`src/shared/mosf_pkg.sv`:
```
package mosf_pkg;

  // ==========================================================================
  // bus layout
  localparam int ADDR_W = 5;
  localparam int DATA_W = 32;
  localparam logic [4:0] OFS_CTRL = 5'h00;
  localparam logic [4:0] OFS_VA_WIN = 5'h04;
  localparam logic [4:0] OFS_ZV_WIN = 5'h08;
  localparam logic [4:0] OFS_CAP_RATIO = 5'h0c;
  localparam logic [4:0] OFS_CAP_VALUE = 5'h10;
  localparam logic [4:0] OFS_FLAGS = 5'h14;
  localparam logic [4:0] OFS_IRQ_STAT = 5'h18;
  localparam logic [4:0] OFS_IRQ_MASK = 5'h1c;

  // ==========================================================================
  // control fields
  localparam int CTRL_CRIT_LSB = 0;
  localparam int CTRL_CAPTYPE_BIT = 2;

  // attainment criterion codes, code 3 is refused
  typedef enum logic [1:0] {
    MOSF_CRIT_FB = 2'h0,
    MOSF_CRIT_CMD = 2'h1,
    MOSF_CRIT_BOTH = 2'h2
  } mosf_crit_e;

  // speed cap derivation
  localparam logic CAP_RATIO = 1'h0;
  localparam logic CAP_VALUE = 1'h1;

  // ==========================================================================
  // reset values and legal ranges
  localparam logic [1:0] CRIT_RST = 2'h2;
  localparam logic CAPTYPE_RST = 1'h0;
  localparam logic [7:0] VA_WIN_RST = 8'h1e;
  localparam logic [7:0] VA_WIN_MIN = 8'h01;
  localparam logic [7:0] VA_WIN_MAX = 8'hc8;
  localparam logic [7:0] ZV_WIN_RST = 8'h0f;
  localparam logic [7:0] ZV_WIN_MAX = 8'hc8;
  localparam logic [6:0] RATIO_RST = 7'h32;
  localparam logic [6:0] RATIO_MIN = 7'h01;
  localparam logic [6:0] RATIO_MAX = 7'h64;
  localparam logic [21:0] CAP_RST = 22'h0003e8;
  localparam logic [21:0] CAP_MIN = 22'h000001;
  localparam logic [21:0] CAP_MAX = 22'h3d0900;
  localparam logic [6:0] PERCENT_FULL = 7'h64;

  // ==========================================================================
  // carriers
  localparam int SPEED_W = 32;
  localparam int NUM_FLAGS = 8;

  typedef struct packed {
    logic signed [31:0] fb_speed;     // feedback speed, r/min
    logic signed [31:0] cmd_speed;    // command speed, r/min
    logic signed [31:0] target_speed; // profile target speed, r/min
    logic [31:0] op_speed_hz;         // operation data operating speed
    logic signed [31:0] run_speed_hz; // present operating speed
    logic internal_profile;           // internally generated profile
    logic torque_limit_active;
    logic torque_at_limit;
    logic speed_limit_active;
    logic overload_torque;            // torque at overload alarm level
    logic home_fast_done;             // pulse
    logic home_done;                  // pulse
    logic preset_done;                // pulse
    logic op_start;                   // pulse
    logic buffer_writing;
    logic control_power;
    logic main_power;
    logic excite_cmd;
    logic stop_input;
    logic clear_input;
    logic alarm;
    logic home_running;
    logic [3:0] tool_busy;            // remote, io test, writing, restore
    logic [5:0] maint_busy;           // fieldbus maintenance commands
  } mosf_drive_s;

  typedef struct packed {
    logic direct_command_ready_flag;
    logic direct_buffer_busy_flag;
    logic overload_warning_flag;
    logic zero_speed_flag;
    logic homing_complete_flag;
    logic speed_limited_flag;
    logic torque_limited_flag;
    logic speed_attained_flag;
  } mosf_flags_s;

endpackage : mosf_pkg

```
`src/hdl/mosf_status_flags.sv`:
```
// The address map and the Avalon-MM register port were chosen for this implementation.
`timescale 1ns/1ns
// What this block does
// - criterion 0: feedback within window around command
// - criterion 1: command speed equals target speed
// - criterion codes 0,1,2; reset value 2
// - torque flag only while torque limiting active
// - speed flag when clamped at or above cap
// - cap type: 0 ratio, 1 value; reset 0
// - ratio cap: percent of operating speed, 1-100
// - value cap: 1 to 4,000,000 Hz, reset 1000
// - homing set by fast home, home, preset
// - homing cleared at power-up and operation start
// - zero speed when abs feedback within window
// - overload warning at overload torque level
// - buffer busy while buffer being written
// - ready needs power, excitation, no stop/clear/alarm/home
// - ready low during setup tool activities
// - ready low during fieldbus maintenance commands
module mosf_status_flags (
  input wire logic core_clk,                       // 20 MHz control clock
  input wire logic reset,                          // sync, active high
  input wire logic clk_en,                         // freezes all state when low
  input wire mosf_pkg::mosf_drive_s drive,         // drive status inputs
  input wire logic [4:0] avs_address,              // byte address
  input wire logic avs_read,                       // read request
  input wire logic avs_write,                      // write request
  input wire logic [31:0] avs_writedata,           // write data
  input wire logic [3:0] avs_byteenable,           // byte lanes
  output logic [31:0] avs_readdata,                // read data
  output logic avs_waitrequest,                    // stall
  output mosf_pkg::mosf_flags_s flags,             // status flags
  output logic irq                                 // level interrupt
);

  // ==========================================================================
  // elaboration checks
  if (mosf_pkg::NUM_FLAGS != $bits(mosf_pkg::mosf_flags_s)) begin : g_chk
    $error("flag count does not match flag carrier");
  end

  // ==========================================================================
  // bus handshake
  logic wait_q;
  logic [31:0] rdata_q;
  logic take;
  logic wr_take;
  logic [31:0] rdata_d;

  // one stall cycle per access, then release
  assign take = (avs_read | avs_write) & ~wait_q;
  assign wr_take = take & avs_write & clk_en;

  always_ff @(posedge core_clk) begin
    if (reset) begin
      wait_q <= 1'b1;
    end else if (clk_en) begin
      wait_q <= ~((avs_read | avs_write) & wait_q);
    end
  end

  // ==========================================================================
  // configuration registers
  logic [1:0] crit_q;
  logic captype_q;
  logic [7:0] va_win_q;
  logic [7:0] zv_win_q;
  logic [6:0] ratio_q;
  logic [21:0] cap_q;
  logic [7:0] mask_q;
  logic [7:0] stat_q;
  logic [31:0] wd;
  logic [31:0] be_mask;

  // zero the byte lanes that are not enabled
  assign be_mask = {{8{avs_byteenable[3]}}, {8{avs_byteenable[2]}},
                    {8{avs_byteenable[1]}}, {8{avs_byteenable[0]}}};

  always_comb begin
    wd = avs_writedata & be_mask;
  end

  // control word, illegal codes refused
  always_ff @(posedge core_clk) begin
    if (reset) begin
      crit_q <= mosf_pkg::CRIT_RST;
      captype_q <= mosf_pkg::CAPTYPE_RST;
    end else if (wr_take && avs_address == mosf_pkg::OFS_CTRL && avs_byteenable[0]) begin
      if (wd[mosf_pkg::CTRL_CRIT_LSB +: 2] != 2'h3) begin
        crit_q <= wd[mosf_pkg::CTRL_CRIT_LSB +: 2];
      end
      captype_q <= wd[mosf_pkg::CTRL_CAPTYPE_BIT];
    end
  end

  // speed windows, out of range writes ignored
  always_ff @(posedge core_clk) begin
    if (reset) begin
      va_win_q <= mosf_pkg::VA_WIN_RST;
      zv_win_q <= mosf_pkg::ZV_WIN_RST;
    end else if (wr_take && avs_byteenable[0]) begin
      if (avs_address == mosf_pkg::OFS_VA_WIN && wd[31:8] == 24'h000000 &&
          wd[7:0] >= mosf_pkg::VA_WIN_MIN && wd[7:0] <= mosf_pkg::VA_WIN_MAX) begin
        va_win_q <= wd[7:0];
      end
      if (avs_address == mosf_pkg::OFS_ZV_WIN && wd[31:8] == 24'h000000 &&
          wd[7:0] <= mosf_pkg::ZV_WIN_MAX) begin
        zv_win_q <= wd[7:0];
      end
    end
  end

  // speed cap settings, whole-word writes only
  always_ff @(posedge core_clk) begin
    if (reset) begin
      ratio_q <= mosf_pkg::RATIO_RST;
      cap_q <= mosf_pkg::CAP_RST;
    end else if (wr_take && avs_byteenable == 4'hf) begin
      if (avs_address == mosf_pkg::OFS_CAP_RATIO && wd[31:7] == 25'h0000000 &&
          wd[6:0] >= mosf_pkg::RATIO_MIN && wd[6:0] <= mosf_pkg::RATIO_MAX) begin
        ratio_q <= wd[6:0];
      end
      if (avs_address == mosf_pkg::OFS_CAP_VALUE && wd[31:22] == 10'h000 &&
          wd[21:0] >= mosf_pkg::CAP_MIN && wd[21:0] <= mosf_pkg::CAP_MAX) begin
        cap_q <= wd[21:0];
      end
    end
  end

  // ==========================================================================
  // flag evaluation
  logic [31:0] fb_abs;
  logic [31:0] run_abs;
  logic signed [32:0] fb_err;
  logic [32:0] fb_err_abs;
  logic fb_in_window;
  logic cmd_match;
  logic va_d;
  logic [38:0] run_scaled;
  logic [38:0] cap_scaled;
  logic at_cap;
  logic ready_d;
  logic homing_q;
  mosf_pkg::mosf_flags_s flags_d;
  mosf_pkg::mosf_flags_s flags_q;

  // magnitudes and window distance
  always_comb begin
    fb_abs = drive.fb_speed[31] ? 32'(-drive.fb_speed) : 32'(drive.fb_speed);
    run_abs = drive.run_speed_hz[31] ? 32'(-drive.run_speed_hz) : 32'(drive.run_speed_hz);
    fb_err = 33'(drive.fb_speed) - 33'(drive.cmd_speed);
    fb_err_abs = fb_err[32] ? 33'(-fb_err) : 33'(fb_err);
  end

  assign fb_in_window = fb_err_abs <= 33'(va_win_q);
  assign cmd_match = drive.internal_profile & (drive.cmd_speed == drive.target_speed);

  // attainment by criterion
  always_comb begin
    va_d = 1'b0;
    unique case (crit_q)
      mosf_pkg::MOSF_CRIT_FB: va_d = fb_in_window;
      mosf_pkg::MOSF_CRIT_CMD: va_d = cmd_match;
      mosf_pkg::MOSF_CRIT_BOTH: va_d = fb_in_window & cmd_match;
      default: va_d = 1'b0;
    endcase
  end

  // cap compare without division: run*100 >= op*ratio
  always_comb begin
    run_scaled = 39'(run_abs) * 39'(mosf_pkg::PERCENT_FULL);
    cap_scaled = 39'(drive.op_speed_hz) * 39'(ratio_q);
  end

  assign at_cap = (captype_q == mosf_pkg::CAP_RATIO) ? (run_scaled >= cap_scaled) :
                  (run_abs >= 32'(cap_q));

  // readiness for direct commands
  assign ready_d = drive.control_power & drive.main_power & drive.excite_cmd &
                   ~drive.stop_input & ~drive.clear_input & ~drive.alarm &
                   ~drive.home_running &
                   (drive.tool_busy == 4'h0) &
                   (drive.maint_busy == 6'h00);

  // homing complete: completions set, starts clear, set wins
  always_ff @(posedge core_clk) begin
    if (reset) begin
      homing_q <= 1'b0;
    end else if (clk_en) begin
      if (drive.home_fast_done | drive.home_done | drive.preset_done) begin
        homing_q <= 1'b1;
      end else if (drive.op_start) begin
        homing_q <= 1'b0;
      end
    end
  end

  // gather flags
  always_comb begin
    flags_d.speed_attained_flag = va_d;
    flags_d.torque_limited_flag = drive.torque_limit_active & drive.torque_at_limit;
    flags_d.speed_limited_flag = drive.speed_limit_active & at_cap;
    flags_d.homing_complete_flag = homing_q;
    flags_d.zero_speed_flag = fb_abs <= 32'(zv_win_q);
    flags_d.overload_warning_flag = drive.overload_torque;
    flags_d.direct_buffer_busy_flag = drive.buffer_writing;
    flags_d.direct_command_ready_flag = ready_d;
  end

  always_ff @(posedge core_clk) begin
    if (reset) begin
      flags_q <= '0;
    end else if (clk_en) begin
      flags_q <= flags_d;
    end
  end

  assign flags = flags_q;

  // ==========================================================================
  // interrupts: rising flag sets sticky bit, write one clears
  logic [7:0] rise;
  logic [7:0] clr;
  logic irq_q;

  assign clr = (wr_take && avs_address == mosf_pkg::OFS_IRQ_STAT && avs_byteenable[0]) ?
               wd[7:0] : 8'h00;

  for (genvar i = 0; i < mosf_pkg::NUM_FLAGS; i++) begin : g_irq
    assign rise[i] = flags_d[i] & ~flags_q[i];
    always_ff @(posedge core_clk) begin
      if (reset) begin
        stat_q[i] <= 1'b0;
      end else if (clk_en) begin
        if (rise[i]) begin
          stat_q[i] <= 1'b1; // set wins over clear
        end else if (clr[i]) begin
          stat_q[i] <= 1'b0;
        end
      end
    end
  end

  always_ff @(posedge core_clk) begin
    if (reset) begin
      mask_q <= 8'h00;
    end else if (wr_take && avs_address == mosf_pkg::OFS_IRQ_MASK && avs_byteenable[0]) begin
      mask_q <= wd[7:0];
    end
  end

  always_ff @(posedge core_clk) begin
    if (reset) begin
      irq_q <= 1'b0;
    end else if (clk_en) begin
      irq_q <= |(stat_q & mask_q);
    end
  end

  assign irq = irq_q;

  // ==========================================================================
  // read mux, unmapped reads zero
  always_comb begin
    rdata_d = 32'h00000000;
    unique case (avs_address)
      mosf_pkg::OFS_CTRL: rdata_d = {29'h00000000, captype_q, crit_q};
      mosf_pkg::OFS_VA_WIN: rdata_d = {24'h000000, va_win_q};
      mosf_pkg::OFS_ZV_WIN: rdata_d = {24'h000000, zv_win_q};
      mosf_pkg::OFS_CAP_RATIO: rdata_d = {25'h0000000, ratio_q};
      mosf_pkg::OFS_CAP_VALUE: rdata_d = {10'h000, cap_q};
      mosf_pkg::OFS_FLAGS: rdata_d = {24'h000000, flags_q};
      mosf_pkg::OFS_IRQ_STAT: rdata_d = {24'h000000, stat_q};
      mosf_pkg::OFS_IRQ_MASK: rdata_d = {24'h000000, mask_q};
      default: rdata_d = 32'h00000000;
    endcase
  end

  always_ff @(posedge core_clk) begin
    if (reset) begin
      rdata_q <= 32'h00000000;
    end else if (clk_en && avs_read && wait_q) begin
      rdata_q <= rdata_d;
    end
  end

  assign avs_readdata = rdata_q;
  assign avs_waitrequest = wait_q;
endmodule : mosf_status_flags

```
`config.mk`:
```
export PLATFORM = sky130hd
export DESIGN_NAME = mosf_status_flags
export DESIGN_NICKNAME = d
export VERILOG_FILES = /design/src/shared/mosf_pkg.sv /design/src/hdl/mosf_status_flags.sv
export SDC_FILE = /design/constraint.sdc
export NUM_CORES = 1
export LEC_CHECK = 0
export ABC_AREA = 1
export BUFFER_PORTS_ARGS = -buffer_cell sky130_fd_sc_hd__buf_2
export CAP_MARGIN = 25
export CORE_MARGIN = 4
export CORE_UTILIZATION = 40
export DETAILED_ROUTE_END_ITERATION = 7
export GPL_TIMING_DRIVEN = 0
export MAX_ROUTING_LAYER = met4
export PLACE_DENSITY_LB_ADDON = 0.15
export SLEW_MARGIN = 5
export SYNTH_ARGS = -nofsm -noshare
export SYNTH_HDL_FRONTEND = slang
export SYNTH_SLANG_ARGS = --single-unit
```
`constraint.sdc`:
```
create_clock -name core_clk -period 20.5 [get_ports core_clk]
set_clock_uncertainty 0.2 [all_clocks]
set_input_delay 2.05 -clock core_clk [delete_from_list [all_inputs] [get_ports core_clk]]
set_output_delay 2.05 -clock core_clk [all_outputs]
set_load 0.1 [all_outputs]
```
=== Word level (Yosys, flattened, before mapping) ===
Cells that the tools add are included.

* $add $sub $neg: 4
* Multiply operators: 2
* $lt $le $gt $ge: 10
* Equal/unequal tests: 12
* Multiplexer cells: 25
* Bitwise gates (word level): 43
* Reduce and logical (&&, ||, !) cells: 52

{| class="wikitable"
|+ Operators by type and width
! kind !! number
|-
| 22-bit case mux with 8 select lines || 1
|-
| 32-bit 2-to-1 mux || 2
|-
| 32-bit negator || 2
|-
| 39-bit >= comparator || 1
|-
| 32-bit by 7-bit multiplier with 39-bit output || 1
|-
| 32-bit by 5-bit multiplier with 37-bit output (second input constant) || 1
|-
| 33-bit by 8-bit less-or-equal comparator with 1-bit output || 1
|-
| 33-bit 2-to-1 mux || 1
|-
| 33-bit negator || 1
|-
| 32-bit by 32-bit subtractor with 33-bit output || 1
|-
| 32-bit bitwise AND || 1
|-
| 32-bit equality test || 1
|-
| 32-bit by 22-bit >= comparator with 1-bit output || 1
|-
| 32-bit by 8-bit less-or-equal comparator with 1-bit output || 1
|-
| 2-bit AND reduction || 14
|-
| 25-bit zero test || 1
|-
| 1-bit bitwise AND || 24
|-
| 24-bit zero test || 1
|-
| 22-bit by 1-bit >= comparator with 1-bit output (second input constant) || 1
|-
| 22-bit less-or-equal comparator (second input constant) || 1
|-
| 1-bit logical AND || 21
|-
| 5-bit equality test (second input constant) || 4
|-
| 1-bit 2-to-1 mux || 19
|-
| 2-bit nonzero test || 9
|-
| 21 further kinds || 37
|}

* Register bits: 107
* Input port bits: 233
* Output and inout port bits: 42

=== Logic depth before layout (Yosys ltp) ===
* Depth after elaboration: 11
* Mapped depth: 40
* Gate-level depth less buffers: 40

=== Worst setup path before layout ===
OpenSTA, ideal clock, no wires.

* Path type: input -> register
* Start point: in drive[27] (netlist bit)
* End point: reg stat_q[2]
* Data arrival time: 7.785 ns
* Required time: 20.229 ns
* Setup slack: 12.444 ns
* Stages: 37
* Buffers on the path: 0
* Cells stage by stage: inv_1 -> ha_1 -> inv_1 -> nor3_1 -> nand2_1 -> nor3_1 -> inv_1 -> nor3_1 -> inv_1 -> nor3_1 -> nand2_1 -> nor4_1 -> nand3_1 -> nor2_1 -> a21oi_1 -> xnor2_1 -> inv_1 -> ha_1 -> ha_1 -> inv_1 -> fa_1 -> inv_1 -> ha_1 -> nand2_1 -> nor2_1 -> nand2_1 -> or3b_2 -> o2111ai_1 -> a21oi_1 -> xor2_1 -> ha_1 -> nand4_1 -> nor3_1 -> nand4_1 -> nand4_1 -> nand4_1 -> a21oi_1

* Word-level cells in the longest chain between the ends: 9
* Elaborated cells between the ends (all ways): 11
* Classes of those cells: add/sub (1); mul (1); order compare (2); mux (3); bitwise (2); reduce/logical (2)

{| class="wikitable"
|+ Ends and longest elaborated chain
! what !! line !! text
|-
| start, declared || mosf_status_flags.sv:24 || <nowiki>input wire mosf_pkg::mosf_drive_s drive,</nowiki>
|-
| 32-bit negator || mosf_status_flags.sv:150 || <nowiki>run_abs = drive.run_speed_hz[31] ? 32'(-drive.run_speed_hz) : 32'(drive.run_speed_hz);</nowiki>
|-
| 32-bit 2-to-1 mux * || mosf_status_flags.sv:150 ||
|-
| 32-bit by 5-bit multiplier with 37-bit output || mosf_status_flags.sv:171 || <nowiki>run_scaled = 39'(run_abs) * 39'(mosf_pkg::PERCENT_FULL);</nowiki>
|-
| 39-bit >= comparator || mosf_status_flags.sv:175 || <nowiki>assign at_cap = (captype_q == mosf_pkg::CAP_RATIO) ? (run_scaled >= cap_scaled) :</nowiki>
|-
| 1-bit 2-to-1 mux * || mosf_status_flags.sv:175 ||
|-
| 1-bit bitwise AND * || mosf_status_flags.sv:202 || <nowiki>flags_d.speed_limited_flag = drive.speed_limit_active & at_cap;</nowiki>
|-
| 1-bit bitwise AND * || mosf_status_flags.sv:230 || <nowiki>assign rise[i] = flags_d[i] & ~flags_q[i];</nowiki>
|-
| 2-bit nonzero test (no source line) || n/a ||
|-
| 2-bit AND reduction (no source line) || n/a ||
|-
| end signal, assigned by index || mosf_status_flags.sv:233 || <nowiki>stat_q[i] <= 1'b0;</nowiki>
|-
| end signal, assigned by index || mosf_status_flags.sv:236 || <nowiki>stat_q[i] <= 1'b1;</nowiki>
|-
| end signal, assigned by index || mosf_status_flags.sv:238 || <nowiki>stat_q[i] <= 1'b0;</nowiki>
|-
| end, declared || mosf_status_flags.sv:71 || <nowiki>logic [7:0] stat_q;</nowiki>
|}

Every way passes the cells marked *; elsewhere a longest branch is shown, timed or not.
A chain may end at the register's enable or synchronous reset.

=== Final worst setup path ===
Same ends and word-level chain as after synthesis.

==> flow_summary.ini <==
[run_status]
status = complete, no violations

[setup_path]
cp.arrival_ps = 10070
reg2reg_slack_ps = 12170
startpoint = drive[27]
path_common_cell = inv_1
max_stage_delay_ps = 720
end_kind = flop
required_ps = 20520
crit_path_max_fanout = 4
start_kind = input port
crit_slowest_cell = nor4_1
path_class = in2reg
reg2reg_from = ratio_q[5]
worstRegToRegCells = 34

[finish]
drive_gt1_share_pct = 9.67
antennaDiodeCount = 0
syn_to_final_growth_pct = 11.5
nets = 4370
fin_util_pct = 45.4

[die]
die_width_um = 243
die_h_um = 243
io_pins = 275
die_area_mm2 = 0.0591
row_count = 85
core_area_mm2 = 0.0542
start_util_pct = 40.8

[drt]
wl_um = 68900
vias_per_cell = 5.08
drt_iter0_drc = 1466
drc = 0
first_pass_iters = 5
wl_per_cell_um = 15.7
num_vias = 22300
ant_nets = 0

[global_route]
grt_max_degree = 16
grt_pass1_vias = 21500
grt_pass1_wl_um = 113000
gr-total-overflow = 0
antenna_found_initial = 0
grt_usage_pct = 23.7

[synth]
ys_async_sr_fraction_pct = 0
yosys_warnings = 0
synth_area_per_cell_um2 = 6.49
syn-cell-area_mm2 = 0.0221
synth-edff-count = 0
synth_cells = 3405
yosysMostFrequentCell = nand2_1
ys_top_cells_by_count = 842 x nand2_1, 743 x inv_1, 275 x ha_1, 219 x nor2_1, 208 x a21oi_1
synth_area_leaders = fa_1 16%, ha_1 16%, nand2_1 14%
synth_seq_cells = 97
synth_ff_type = dfxtp_1
synth_cell_types = 61
synth_top_area_share_pct = 16.0
yosysTopAreaCell = fa_1
ys_seq_area_share_pct = 8.78

[pwr]
vdd_ir_drop_max_uv = 48.7
pwr_density_cell_mw_per_mm2 = 67.1
leakage_nw = 14.2

[clock_network]
cts_tree = yes
clock-sinks = 97
cts-root-buf = clkbuf_16
cts-buffers-inserted = 9
cts.reportedPaths.clkPinSlew_ps = 70
cts-hold-fix-buffers = 0
cts_max_path_buffers = 2
insertion_delay_ps = 360
post_cts_resized = 0
cts_setup_buffers = 0
htreeDepth = 3

[place]
gp_congestion = 0.943
portBuffers = 260
hpwlAfterDp_um = 59800

[timing]
fin_crit_sh_pct = 49.0
setup_violations = 0
worst_pin_slew_ps = 934
hold_ws_ps = 264
hold_violations = 0
rsz0062_at_grt = no
fin_crit_ps = 10050
slew_violations = 0
fmax_ghz = 0.0995
maxSlewHeadroom_pct = 37.3
fin_tns_setup_ps = 0

[worst_hold_path]
hold_depth = 2
min_from = avs_readdata[4]
hold_path.class = reg2reg

[job]
cap_violations = 0
## critical path: cells and delay by family
family                   cells  cell delay, ps
AO/OA/AOI/OAI                6             930
adder cells (fa/ha/maj)      6            1910
XOR/XNOR                     2             630
AND/OR/NAND/NOR             18            3860
buffers and inverters        8             700
## placed cells by master (no fill, tap or decap), drive strengths merged, types with 2 or more instances in the layout
cell / netlist / layout
nand2: 864 / 864
bufinv: 0 / 2
nand3b: 10 / 10
o211ai: 21 / 21
dfxtp: 97 / 97
and2: 2 / 2
fa: 177 / 177
o31ai: 12 / 12
a211oi: 16 / 16
ha: 275 / 275
a21oi: 211 / 211
a31oi: 14 / 14
a221oi: 14 / 14
nand4: 52 / 52
inv: 754 / 754
clkbuf: 60 / 71
a2111oi: 2 / 2
xnor2: 46 / 46
o21a: 5 / 5
o21ai: 140 / 140
nand3: 145 / 145
conb: 1 / 10
nor2: 232 / 232
o221ai: 8 / 8
o21bai: 6 / 6
nor4: 19 / 19
a21boi: 6 / 6
clkinv: 3 / 5
o22ai: 22 / 22
buf: 16 / 276
or2: 7 / 7
and3: 2 / 2
o41ai: 7 / 7
o2111ai: 8 / 8
a21o: 5 / 5
a32o: 6 / 6
xor2: 92 / 92
nor3: 41 / 41
## metal layers
layer	up-vias	wire length, µm	track usage, %
met5	-	0	-
met4	0	865	3.53
met3	50	3680	2.69
met2	542	30600	37.1
met1	10300	33700	33.7
li1	11300	-	-
## flip-flops by register name, summed over array words and instances (netlist names)
register,count
avs_readdata,22
cap_q,22
flags,8
mask_q,8
stat_q,8
va_win_q,8
zv_win_q,8
ratio_q,7
crit_q,2
avs_waitrequest,1
captype_q,1
homing_q,1
irq,1
## metrics by stage
stage               instances  instance area, µm²  power (mW)  setup WS [ps]
floorplan                3414               22100        1.18          12440
global placement         4370               24300        1.47          10240
detailed placement       4370               24300        1.47          10160
CTS                      4386               24700        1.67          10510
global route             4386               24700        1.88           9670
finish                   4386               24700        1.65          10450
## cell families (layout without fill, tap and decap cells)
logic type / count (synthesis) / after routing / synth area share [%]
simple gates: 1376 / 1376 / 26.3
buf+inv: 833 / 1109 / 14.4
compound gates: 508 / 508 / 13.5
fa+ha+maj: 452 / 452 / 31.6
xor+xnor: 138 / 138 / 5.47
flops: 97 / 97 / 8.78
other cells: 1 / 10 / 0.0170
## layout make-up
type,instances,area [µm²]
Fill cell,5887,29600
Clock buffer,11,253
Timing Repair Buffer,260,1300
Sequential cell,97,1940
Tap cell,696,871
Inverter,757,2840
Buffer,76,340
Multi-Input combinational cell,2484,17000
Clock inverter,5,77.6
## path summary, 6_finish.rpt
| path | to |
|---|---|
| max | stat_q[2] |
| min | avs_readdata[4] |
| max reg2reg | stat_q[2] |
| min reg2reg | avs_readdata[4] |
## power by group
group | switching [mW] | internal [mW] | leakage [nW]
Clock | 0.0776 | 0.113 | 0.162
Combinational | 0.779 | 0.487 | 13.2
Sequential | 0.00355 | 0.193 | 0.787
Total | 0.860 | 0.793 | 14.2
No activity file was read; power rests on OpenSTA's default activity.
